### config.mk
export PLATFORM = sky130hd
export DESIGN_NAME = scs_sequencer
export DESIGN_NICKNAME = d
export VERILOG_FILES = /design/src/rtl/scs_pkg.sv /design/src/rtl/scs_sequencer.sv
export SDC_FILE = /design/constraint.sdc
export NUM_CORES = 1
export LEC_CHECK = 0
export ABC_AREA = 1
export BUFFER_PORTS_ARGS = -buffer_cell sky130_fd_sc_hd__buf_4
export CAP_MARGIN = 20
export CORE_UTILIZATION = 44
export DETAILED_ROUTE_END_ITERATION = 16
export PLACE_DENSITY = 0.69
export SYNTH_ARGS = -nofsm -noshare
export SYNTH_HDL_FRONTEND = slang
export SYNTH_SLANG_ARGS = --single-unit
### constraint.sdc
create_clock -name clk -period 3 [get_ports clk]
set_input_delay 0.45 -clock clk [delete_from_list [all_inputs] [get_ports clk]]
set_output_delay 0.45 -clock clk [all_outputs]
set_load 0.01 [all_outputs]
### src/rtl/scs_pkg.sv
package scs_pkg;

    // ****************************************
    // Timing
    // ****************************************
    localparam int unsigned MAX_BITS = 16;
    localparam int unsigned CLK_HZ = 40_000_000;
    localparam int unsigned CLK_PERIOD_NS = 1_000_000_000 / CLK_HZ;
    localparam int unsigned CONV_TIME_NS = 50_000;
    localparam int unsigned CONV_CYCLES = CONV_TIME_NS / CLK_PERIOD_NS;
    // One spare slot keeps the final decision inside the limit
    localparam int unsigned BIT_CYCLES = CONV_CYCLES / (MAX_BITS + 1);
    localparam int unsigned CNT_W = 7;
    localparam logic [CNT_W-1:0] BIT_LAST = CNT_W'(BIT_CYCLES - 1);

    // ****************************************
    // Register map
    // ****************************************
    localparam int unsigned ADDR_W = 8;
    localparam logic [ADDR_W-1:0] ADDR_CTRL = 8'h00;
    localparam logic [ADDR_W-1:0] ADDR_STATUS = 8'h04;
    localparam logic [ADDR_W-1:0] ADDR_RESULT = 8'h08;
    localparam int unsigned CTRL_BIPOLAR = 0;
    localparam int unsigned CTRL_TWOS = 1;
    localparam int unsigned STAT_EOC = 0;
    localparam int unsigned STAT_VALID = 1;
    localparam int unsigned STAT_SAMPLE = 2;
    localparam logic [1:0] CTRL_RESET = 2'h0;
    localparam logic [15:0] RESULT_RESET = 16'h0000;

    // ****************************************
    // Types
    // ****************************************
    typedef struct packed {
        logic twos;
        logic bipolar;
    } scs_cfg_s;

    typedef struct packed {
        logic [15:0] data;
        logic oe_hi;
        logic oe_lo;
    } scs_bus_s;

    typedef enum logic {
        ST_IDLE,
        ST_CONV
    } scs_state_e;

endpackage : scs_pkg

### src/rtl/scs_sequencer.sv
// Notes on behaviour
// (RULE1) Trigger high keeps the sample/hold stage sampling.
// (RULE2) With sample/hold in use, host holds trigger high 5 us minimum.
// (RULE3) Without sample/hold, host trigger pulse lasts 1 us minimum.
// (RULE4) Host may tie trigger to sample/hold control as one signal.
// (RULE5) Trigger fall: hold, reset conversion logic, start converting.
// (RULE6) Any new trigger fall aborts and restarts a running conversion.
// (RULE7) Conversion start sets MSB, clears all other result bits.
// (RULE8) End-of-conversion rises at start, stays high whole conversion.
// (RULE9) Bits tried MSB first, each set on an internal clock edge.
// (RULE10) Comparator of feedback code against held input decides each bit.
// (RULE11) One internal clock cycle per bit, as many cycles as bits.
// (RULE12) Whole conversion finishes within 50 us of the trigger fall.
// (RULE13) End-of-conversion falls after the last bit decision.
// (RULE14) Result reaches the bus only through enabled tri-state drivers.
// (RULE15) Host should read old result while next input is acquired.
// (RULE16) Host should switch channels on a sample/hold control edge.
// (RULE17) Unipolar 14/15-bit result is straight binary.
// (RULE18) Bipolar 14/15-bit: offset binary or two's complement, by config.
// (RULE19) Unipolar 16-bit result is modified binary.
// (RULE20) Bipolar 16-bit result is two's complement only.
// (RULE21) Modified binary is straight binary with MSB inverted.
// (RULE22) Separate high and low byte enables gate their own byte.
// (RULE23) Resolution is a build parameter; bit period fits time limit.
// (RULE24) Trigger high pauses conversion; end-of-conversion unchanged.
//
// Our own choices: the address map and the APB interface to the registers.
module scs_sequencer #(
    parameter int unsigned RESOLUTION = 16
) (
    input wire logic clk,
    input wire logic resetn,
    input wire logic clk_en,
    input wire logic trigger,
    input wire logic comparator_high,
    input wire logic high_byte_output_enable,
    input wire logic low_byte_output_enable,
    input wire logic psel,
    input wire logic penable,
    input wire logic pwrite,
    input wire logic [scs_pkg::ADDR_W-1:0] paddr,
    input wire logic [31:0] pwdata,
    output logic [31:0] prdata,
    output logic pready,
    output logic pslverr,
    output logic sample_mode,
    output logic end_of_conversion,
    output logic [15:0] dac_code,
    output scs_pkg::scs_bus_s result_bus
);

    // ****************************************
    // Result coding
    // ****************************************
    // Two's complement equals offset binary; only the MSB sense differs
    function automatic logic [15:0] scs_code(
        input logic [15:0] raw,
        input scs_pkg::scs_cfg_s cfg
    );
        logic [15:0] val;
        val = raw;
        if (RESOLUTION == 16)
            val[15] = ~raw[15]; // RULE19 RULE20 RULE21
        else if (cfg.bipolar && cfg.twos)
            val[RESOLUTION-1] = ~raw[RESOLUTION-1]; // RULE18
        return val; // RULE17
    endfunction : scs_code

    localparam logic [3:0] MSB_IDX = 4'(RESOLUTION - 1); // RULE23

    // ****************************************
    // Register read decode
    // ****************************************
    // Status bits gathered in one word for the read path
    function automatic logic [31:0] scs_status(
        input logic sample,
        input logic valid,
        input logic eoc
    );
        logic [31:0] word;
        word = 32'h0000_0000;
        word[scs_pkg::STAT_EOC] = eoc;
        word[scs_pkg::STAT_VALID] = valid;
        word[scs_pkg::STAT_SAMPLE] = sample;
        return word;
    endfunction : scs_status

    // Unmapped offsets read zero so a stray read shows no stale data
    function automatic logic [31:0] scs_read(
        input logic [scs_pkg::ADDR_W-1:0] addr,
        input scs_pkg::scs_cfg_s cfg,
        input logic [31:0] status,
        input logic [15:0] result
    );
        logic [31:0] word;
        word = 32'h0000_0000;
        case (addr)
            scs_pkg::ADDR_CTRL:
            begin
                word[1:0] = cfg;
            end
            scs_pkg::ADDR_STATUS:
            begin
                word = status;
            end
            scs_pkg::ADDR_RESULT:
            begin
                word[15:0] = result;
            end
            default:
            begin
                word = 32'h0000_0000;
            end
        endcase
        return word;
    endfunction : scs_read

    // ****************************************
    // State
    // ****************************************
    scs_pkg::scs_state_e state_q, state_d;
    scs_pkg::scs_cfg_s cfg_q;

    logic trig_q;
    logic sample_q;

    logic eoc_q, eoc_d;
    logic valid_q, valid_d;
    logic [15:0] sar_q, sar_d;
    logic [3:0] idx_q, idx_d;
    logic [scs_pkg::CNT_W-1:0] cnt_q, cnt_d;
    logic [15:0] result_q, result_d;

    scs_pkg::scs_bus_s bus_q;

    logic [31:0] prdata_q;
    logic pready_q;
    logic pslverr_q;

    wire logic trig_fall = trig_q & ~trigger;
    wire logic bit_end = cnt_q == scs_pkg::BIT_LAST;
    wire logic [15:0] coded = scs_code(result_q, cfg_q);

    // ****************************************
    // Successive approximation
    // ****************************************
    always_comb
    begin
        state_d = state_q;
        eoc_d = eoc_q;
        valid_d = valid_q;
        sar_d = sar_q;
        idx_d = idx_q;
        cnt_d = cnt_q;
        result_d = result_q;
        case (state_q)
            scs_pkg::ST_IDLE:
            begin
                // Nothing runs until the trigger falls
                state_d = scs_pkg::ST_IDLE;
            end
            scs_pkg::ST_CONV:
            begin
                if (!trigger && !bit_end) // RULE24
                begin
                    cnt_d = cnt_q + 1'b1; // RULE11
                end
                else if (!trigger)
                begin
                    cnt_d = '0;
                    if (comparator_high)
                    begin
                        sar_d[idx_q] = 1'b0; // RULE10
                    end
                    if (idx_q == 4'h0)
                    begin
                        state_d = scs_pkg::ST_IDLE;
                        eoc_d = 1'b0; // RULE13 RULE12
                        valid_d = 1'b1;
                        result_d = sar_d;
                    end
                    else
                    begin
                        idx_d = idx_q - 1'b1;
                        sar_d[idx_q - 1'b1] = 1'b1; // RULE9
                    end
                end
            end
            default:
            begin
                state_d = scs_pkg::ST_IDLE;
            end
        endcase
        // A fall overrides all above: restart wins over a finishing bit
        if (trig_fall)
        begin
            state_d = scs_pkg::ST_CONV; // RULE5 RULE6
            sar_d = 16'h0000;
            sar_d[MSB_IDX] = 1'b1; // RULE7
            idx_d = MSB_IDX;
            cnt_d = '0;
            eoc_d = 1'b1; // RULE8
            valid_d = 1'b0;
            result_d = result_q;
        end
    end

    always_ff @(posedge clk or negedge resetn)
    begin
        if (!resetn)
        begin
            state_q <= scs_pkg::ST_IDLE;
            trig_q <= 1'b0;
            sample_q <= 1'b0;
            eoc_q <= 1'b0;
            valid_q <= 1'b0;
            sar_q <= 16'h0000;
            idx_q <= 4'h0;
            cnt_q <= '0;
            result_q <= scs_pkg::RESULT_RESET;
        end
        else if (clk_en)
        begin
            state_q <= state_d;
            trig_q <= trigger;
            sample_q <= trigger; // RULE1 RULE4
            eoc_q <= eoc_d;
            valid_q <= valid_d;
            sar_q <= sar_d;
            idx_q <= idx_d;
            cnt_q <= cnt_d;
            result_q <= result_d;
        end
    end

    // ****************************************
    // Byte-gated output drivers
    // ****************************************
    // Enables lag the host's enables by one clock; data is stable then
    wire logic result_ready = valid_q & ~eoc_q; // RULE14
    wire logic drive_hi = high_byte_output_enable & result_ready; // RULE22
    wire logic drive_lo = low_byte_output_enable & result_ready; // RULE22

    always_ff @(posedge clk or negedge resetn)
    begin
        if (!resetn)
            bus_q <= '0;
        else if (clk_en)
        begin
            bus_q.data <= coded;
            bus_q.oe_hi <= drive_hi; // RULE14 RULE22
            bus_q.oe_lo <= drive_lo; // RULE14 RULE22
        end
    end

    // ****************************************
    // APB slave
    // ****************************************
    wire logic setup = psel & ~penable & ~pready_q;
    wire logic access = psel & penable & pready_q;
    wire logic hit_ctrl = paddr == scs_pkg::ADDR_CTRL;
    wire logic hit_stat = paddr == scs_pkg::ADDR_STATUS;
    wire logic hit_res = paddr == scs_pkg::ADDR_RESULT;
    wire logic mapped = hit_ctrl | hit_stat | hit_res;
    // Registered answer: pready never follows paddr combinationally
    wire logic [31:0] stat_word = scs_status(sample_q, valid_q, eoc_q);
    wire logic [31:0] rd_word = scs_read(paddr, cfg_q, stat_word, coded);

    always_ff @(posedge clk or negedge resetn)
    begin
        if (!resetn)
        begin
            cfg_q <= scs_pkg::CTRL_RESET;
            prdata_q <= 32'h0000_0000;
            pready_q <= 1'b0;
            pslverr_q <= 1'b0;
        end
        else if (clk_en)
        begin
            pready_q <= setup;
            pslverr_q <= setup & ~mapped;
            if (setup)
                prdata_q <= pwrite ? 32'h0000_0000 : rd_word;
            if (access && pwrite && hit_ctrl)
            begin
                cfg_q.bipolar <= pwdata[scs_pkg::CTRL_BIPOLAR];
                cfg_q.twos <= pwdata[scs_pkg::CTRL_TWOS];
            end
        end
    end

    // ****************************************
    // Pin outputs
    // ****************************************
    assign prdata = prdata_q;
    assign pready = pready_q;
    assign pslverr = pslverr_q;
    assign sample_mode = sample_q;
    assign end_of_conversion = eoc_q;
    assign dac_code = sar_q;
    assign result_bus = bus_q;

endmodule : scs_sequencer

# ---- Yosys cells after proc, flatten, opt, wreduce, memory -nomap -nowiden
# Index checks and enable logic that the tools add are counted.
dict set report classes {
  n_addsub 2
  n_mul 0
  n_div 0
  n_lt_le_gt_ge 4
  n_eq_ne 7
  shifts 0
  muxes 40
  bitwise 23
  n_reduce_logical 18
}
# cell count
set ops {}
lappend ops {{$mux 16} 10}
lappend ops {{$mux 7} 4}
lappend ops {{$pmux 14 s2} 1}
lappend ops {{$mux 4} 5}
lappend ops {{$and 16x16->16} 1}
lappend ops {{$mux 1} 16}
lappend ops {{$not 16->16} 1}
lappend ops {{$or 16x16->16} 1}
lappend ops {{$lt 4x5->1 const B} 2}
lappend ops {{$reduce_and 5->1} 2}
lappend ops {{$and 1x1->1} 9}
lappend ops {{$not 1->1} 9}
lappend ops {{$demux 1 s4} 2}
lappend ops {{$eq 8x3->1 const B} 1}
lappend ops {{$eq 8x4->1 const B} 1}
lappend ops {{$ge 4x1->1 const B} 2}
lappend ops {{$logic_not 8->1} 1}
lappend ops {{$add 7x1->7 const B} 1}
lappend ops {{$eq 7x7->1 const B} 1}
lappend ops {{$pmux 2 s3} 1}
lappend ops {{$reduce_and 6->1} 1}
lappend ops {{$logic_and 1x1->1} 5}
lappend ops {{$logic_not 4->1} 1}
lappend ops {{$ne 2x2->1 const B} 2}
lappend ops {{other kinds (10)} 14}
dict set report word_totals {
  register_bits 101
  latchBits 0
  ramBits 0
  rom_bits 0
  output_inout_bits 70
  mem_count 0
}

# ---- Depth between registers and ports, before layout
dict set report logic_depth {
  word_depth 16
  mapped_depth 11
}

# ---- Worst setup path after synthesis
# OpenSTA, ideal clock, no wires.
dict set report synth_timing {
  path_type {register -> register}
  start {reg idx_q[0]}
  end {reg result_q[2]}
  setup_ns 0.127
  t_arrival_ns 1.486
  setup_slack_ns 1.387
  path_stages_with_launch 10
  n_path_buf 2
  period_less_slack_ns 1.613
  path_cell_list {dfrtp_1 inv_1 ha_1 buf_2 nand2_1 nor2_1 nand4_2 buf_2 nand2_1 o21ai_2}
}
dict set report synth_via {
  elab_chain_len 10
}
# item line_no
set synth_rtl {}
lappend synth_rtl {{start, declared} scs_sequencer.sv:130} ;# logic [3:0] idx_q, idx_d;
lappend synth_rtl {{start signal, assigned} scs_sequencer.sv:230} ;# idx_q <= idx_d;
lappend synth_rtl {{$lt 4x5->1 (not written as such) / $ge 4x1->1 (equally long branches)} scs_sequencer.sv:173} ;# sar_d[idx_q] = 1'b0;
lappend synth_rtl {{$logic_and 1x1->1 (not written as such)} scs_sequencer.sv:173}
lappend synth_rtl {{$mux 1 (not written as such)} scs_sequencer.sv:173}
lappend synth_rtl {{$demux 1 s4} scs_sequencer.sv:173}
lappend synth_rtl {{$not 16->16 (no source line)} -}
lappend synth_rtl {{$and 16x16->16 (no source line)} -}
lappend synth_rtl {{$mux 16} scs_sequencer.sv:171} ;# if (comparator_high)
lappend synth_rtl {{$mux 16} scs_sequencer.sv:168} ;# else if (!trigger)
lappend synth_rtl {{$mux 16} scs_sequencer.sv:164} ;# if (!trigger && !bit_end)
lappend synth_rtl {{$mux 16} scs_sequencer.sv:156} ;# case (state_q)
lappend synth_rtl {{end signal, assigned} scs_sequencer.sv:220} ;# result_q <= scs_pkg::RESULT_RESET;
lappend synth_rtl {{end signal, assigned} scs_sequencer.sv:232} ;# result_q <= result_d;
lappend synth_rtl {{end, declared} scs_sequencer.sv:132} ;# logic [15:0] result_q, result_d;
# Several ways; a longest one is shown, not always the timed one. The select of a mux whose other input is x is not followed.
# A chain may end at the register's enable or synchronous reset.

# ---- Worst setup path after layout
dict set report layout_timing {
  start {reg idx_q[0]}
  end {reg sar_q[1] (netlist: dac_code[1])}
}
dict set report layout_via {
  elab_chain_len 16
}
# item line_no
set layout_rtl {}
lappend layout_rtl {{$lt 4x5->1 (not written as such) / $ge 4x1->1 (equally long branches)} scs_sequencer.sv:173}
lappend layout_rtl {{$logic_and 1x1->1 (not written as such)} scs_sequencer.sv:173}
lappend layout_rtl {{$mux 1 (not written as such)} scs_sequencer.sv:173}
lappend layout_rtl {{$demux 1 s4} scs_sequencer.sv:173}
lappend layout_rtl {{$not 16->16 (no source line)} -}
lappend layout_rtl {{$and 16x16->16 (no source line)} -}
lappend layout_rtl {{$mux 16} scs_sequencer.sv:171}
lappend layout_rtl {{$mux 16} scs_sequencer.sv:168}
lappend layout_rtl {{$mux 16} scs_sequencer.sv:164}
lappend layout_rtl {{$mux 16} scs_sequencer.sv:156}
lappend layout_rtl {{$or 16x16->16 (no source line)} -}
lappend layout_rtl {{$mux 16 *} scs_sequencer.sv:175} ;# if (idx_q == 4'h0)
lappend layout_rtl {{$mux 16 *} scs_sequencer.sv:168}
lappend layout_rtl {{$mux 16 *} scs_sequencer.sv:164}
lappend layout_rtl {{$mux 16 *} scs_sequencer.sv:156}
lappend layout_rtl {{$mux 16 *} scs_sequencer.sv:195} ;# if (trig_fall)
lappend layout_rtl {{end signal, assigned} scs_sequencer.sv:229} ;# sar_q <= sar_d;
lappend layout_rtl {{end, declared} scs_sequencer.sv:129} ;# logic [15:0] sar_q, sar_d;
# Every way passes the cells marked *; elsewhere a longest branch is shown, timed or not. The select of a mux whose other input is x is not followed.

==> metrics.csv <==
metric,value,unit
"top cells by count, synth","178 x nand2_1, 85 x dfrtp_1, 40 x inv_1",
CP max FO,10,
measured slew at the worst slew-check pin,0.868,ns
Int Power,2.19,mW
DR vias,3462,
Clock Power Share,29.8,%
CP dominant cell by count,nand2_1,
largest cells by area after synthesis,"dfrtp_1 51%, nand2_1 16%, o21ai_0 4.4%, nand3_1 4.2%, buf_4 3.6%",
initial antenna violation count,0,
Resize count post-CTS,0,
top cell type's share of synthesized area,51.1,%
Final min period,2.03,ns
area grow syn2layout,19.8,%
most frequent cell after synthesis,nand2_1,
final hold violation count,0,
die height,99.3,um
hold depth,3,
CP cell instances,"inv_1, ha_1, nor2_1, nor2_2, inv_1, nand3_1, nand2_1, nand2_1, nand2_1",
Wirelength per Cell,13.2,um
first-pass GRT wire length,15.3,mm
final number of max-transition violations,0,
leakage power,2.63,nW
crit path launch type,register,
Synth Cell Area,0.00417,sq mm
RSZ-0062 raised after global routing,false,
DP HPWL,6.64,mm
# nets final,633,
number of global-route vias before repair,3299,
die width,99.3,um
Antenna Cells,0,
share of layout cells above drive strength 1,19.6,%
fmax,493,MHz
"Slowest-stage cell, CP",dfrtp_1,
Synth Register Bits,85,
Synth Warn #,0,
Reg power frac,41.9,%
R2R setup slack,0.97,ns
Starting DRT DRC Count,163,
hold path startpoint,high_byte_output_enable,
clk buf depth,2,
area of the core,0.00920,sq mm
max_cap viols,0,
TritonCTS Sinks,85,
Multi-input gate area,0.00172,sq mm
Comb power frac,28.3,%
Initial Utilization,45.3,%
"CTS clk-pin slew, worst paths",0.09,ns
worst min-delay path class,input pin to register,
Reg2Reg Depth,9,
Layout Cells excl Fill,692,
mux cell area share after synthesis,0,%
simple-gate share of the synthesized area,27.0,%
post-synthesis adder-cell area fraction,2.10,%
main combinational cell family by area after synthesis,simple AND/OR/NAND/NOR gates,
grt ovf,0,
post-synthesis xor/xnor area fraction,0,%
RR Endpoint,dac_code[1],
TritonCTS buffer count,9,
CP Data Required Time,3.25,ns
clock network latency to the later pin of the worst-skew pair,0.36,ns
CTS tree,yes,
Final ANT Viol Nets,0,
gpl congestion,0.875,
sequential share of the synthesized area,51.1,%
DIE AREA,0.00986,sq mm
Max transition margin,42.0,%
clk_skew,0.0128,ns
Final setup viols,0,
Hold Buf Count CTS,0,
DRT Pass-1 Iters,6,
drc violations,0,
Net Sw Frac,35.8,%
Power Dens Cells,682,mW/mm^2
worst r2r src,idx_q[0],
Post-synth EDFFs,0,
Tcrit/Tclk final,67.6,%
gr usage total,19.6,%
Worst Hold Endpoint,result_bus[1],
Synth Instances,505,
Post CTS Setup Buffer Count,0,
Reg area,0.00213,sq mm
Crit Path Class,register to register,
setup TNS,0,ns
post-DR vias/cell,5.00,
largest net degree at the start of global routing,86,
Netlist cell types,30,
status,completed,
Synth Area in Compound Gates,10.7,%
Yosys top cell by area,dfrtp_1,
number of fill cells in the layout,872,
crit-path max cell delay,0.43,ns
Placed Cells,674,
Worst VDD drop,0.299,mV
CP Capture Type,register,
Mean Syn Cell Area,8.25,sq um
sw power,1.22,mW
WL final,9.15,mm
PortBufs,73,
num rows,35,
Ports,120,
ys flop type,dfrtp_1,
asr flop ratio synth,100,%
H-tree levels,3,
clock root cell,clkbuf_8,
Critical Path AT,2.28,ns
[registers in the layout, summed over array words and instances, names as in the netlist, 2 cells and up]
name	flops
result_q	16
cnt_q	7
prdata	16
cfg_q	2
result_bus	18
dac_code	16
idx_q	4
[layout by cell type, fill, tap and decap left out, types with 6 or more instances in the layout]
master	count
a21oi_1	6
o21ai_0	37
nor2_1	25
nand2_1	178
inv_1	40
clkbuf_8	9
o21ai_1	26
buf_4	74
nand3_1	35
ha_1	7
dfrtp_1	85
conb_1	16
[layer usage]
metal  routed length, um  share of wire, %  vias up  track usage, %
met2                4500                49       81            32.5
met3                 360               3.9       11            3.72
li1                    -                 -     1722               -
met1                4150                45     1648            26.2
met4                 136               1.5        0            6.11
met5                   0                 0        -               0
[worst max path at each step]
stage,from,endpoint,cells past startpoint
floorplan,idx_q[0],result_q[2],9
global placement,clk_en,prdata[4],7
CTS,idx_q[0],dac_code[1],9
detailed placement,idx_q[0],dac_code[1],9
global route,idx_q[0],dac_code[0],9
finish,idx_q[0],dac_code[1],9
[area by class of cell]
cell class,count,area share (%)
multi-input combinational,360,34.4
sequential,85,42.6
tap,111,2.78
inverter,44,3.31
timing repair buffer,76,11.9
clock buffer,9,2.48
clock inverter,7,2.51
[power by group through the flow]
stage	clock network [mW]	registers [mW]	logic, mW
after global routing	1.08	1.45	1.09
after CTS	1.02	1.43	0.962
after detailed placement	0	1.45	0.959
final	1.02	1.43	0.963
after global placement	0	1.44	0.935
after floorplan	0	1.42	0.635
[worst max-delay path, delay by kind of cell, from the launching register on]
family	cells	cell delay [ns]
fa+ha+maj	1	0.40
simple gates	6	0.72
buf+inv	2	0.36
flops	1	0.43
[through the flow]
step	hold slack, ns	power (mW)	instance area [sq um]	util [%]	setup WS [ns]
after global placement	0.456	2.38	4700	51.2	1.03
after floorplan	0.154	2.06	4220	-	1.39
final	0.323	3.41	4990	54.3	0.972
after global routing	0.323	3.62	4990	54.3	0.835
after CTS	0.314	3.41	4950	53.9	0.996
after detailed placement	0.468	2.41	4700	51.2	1.01
[logic make-up after synthesis]
group,after synthesis
compound gates,80
fa+ha+maj,7
buf+inv,75
flops,85
other cells,1
simple gates,257
(Power assumes the default switching activity.)
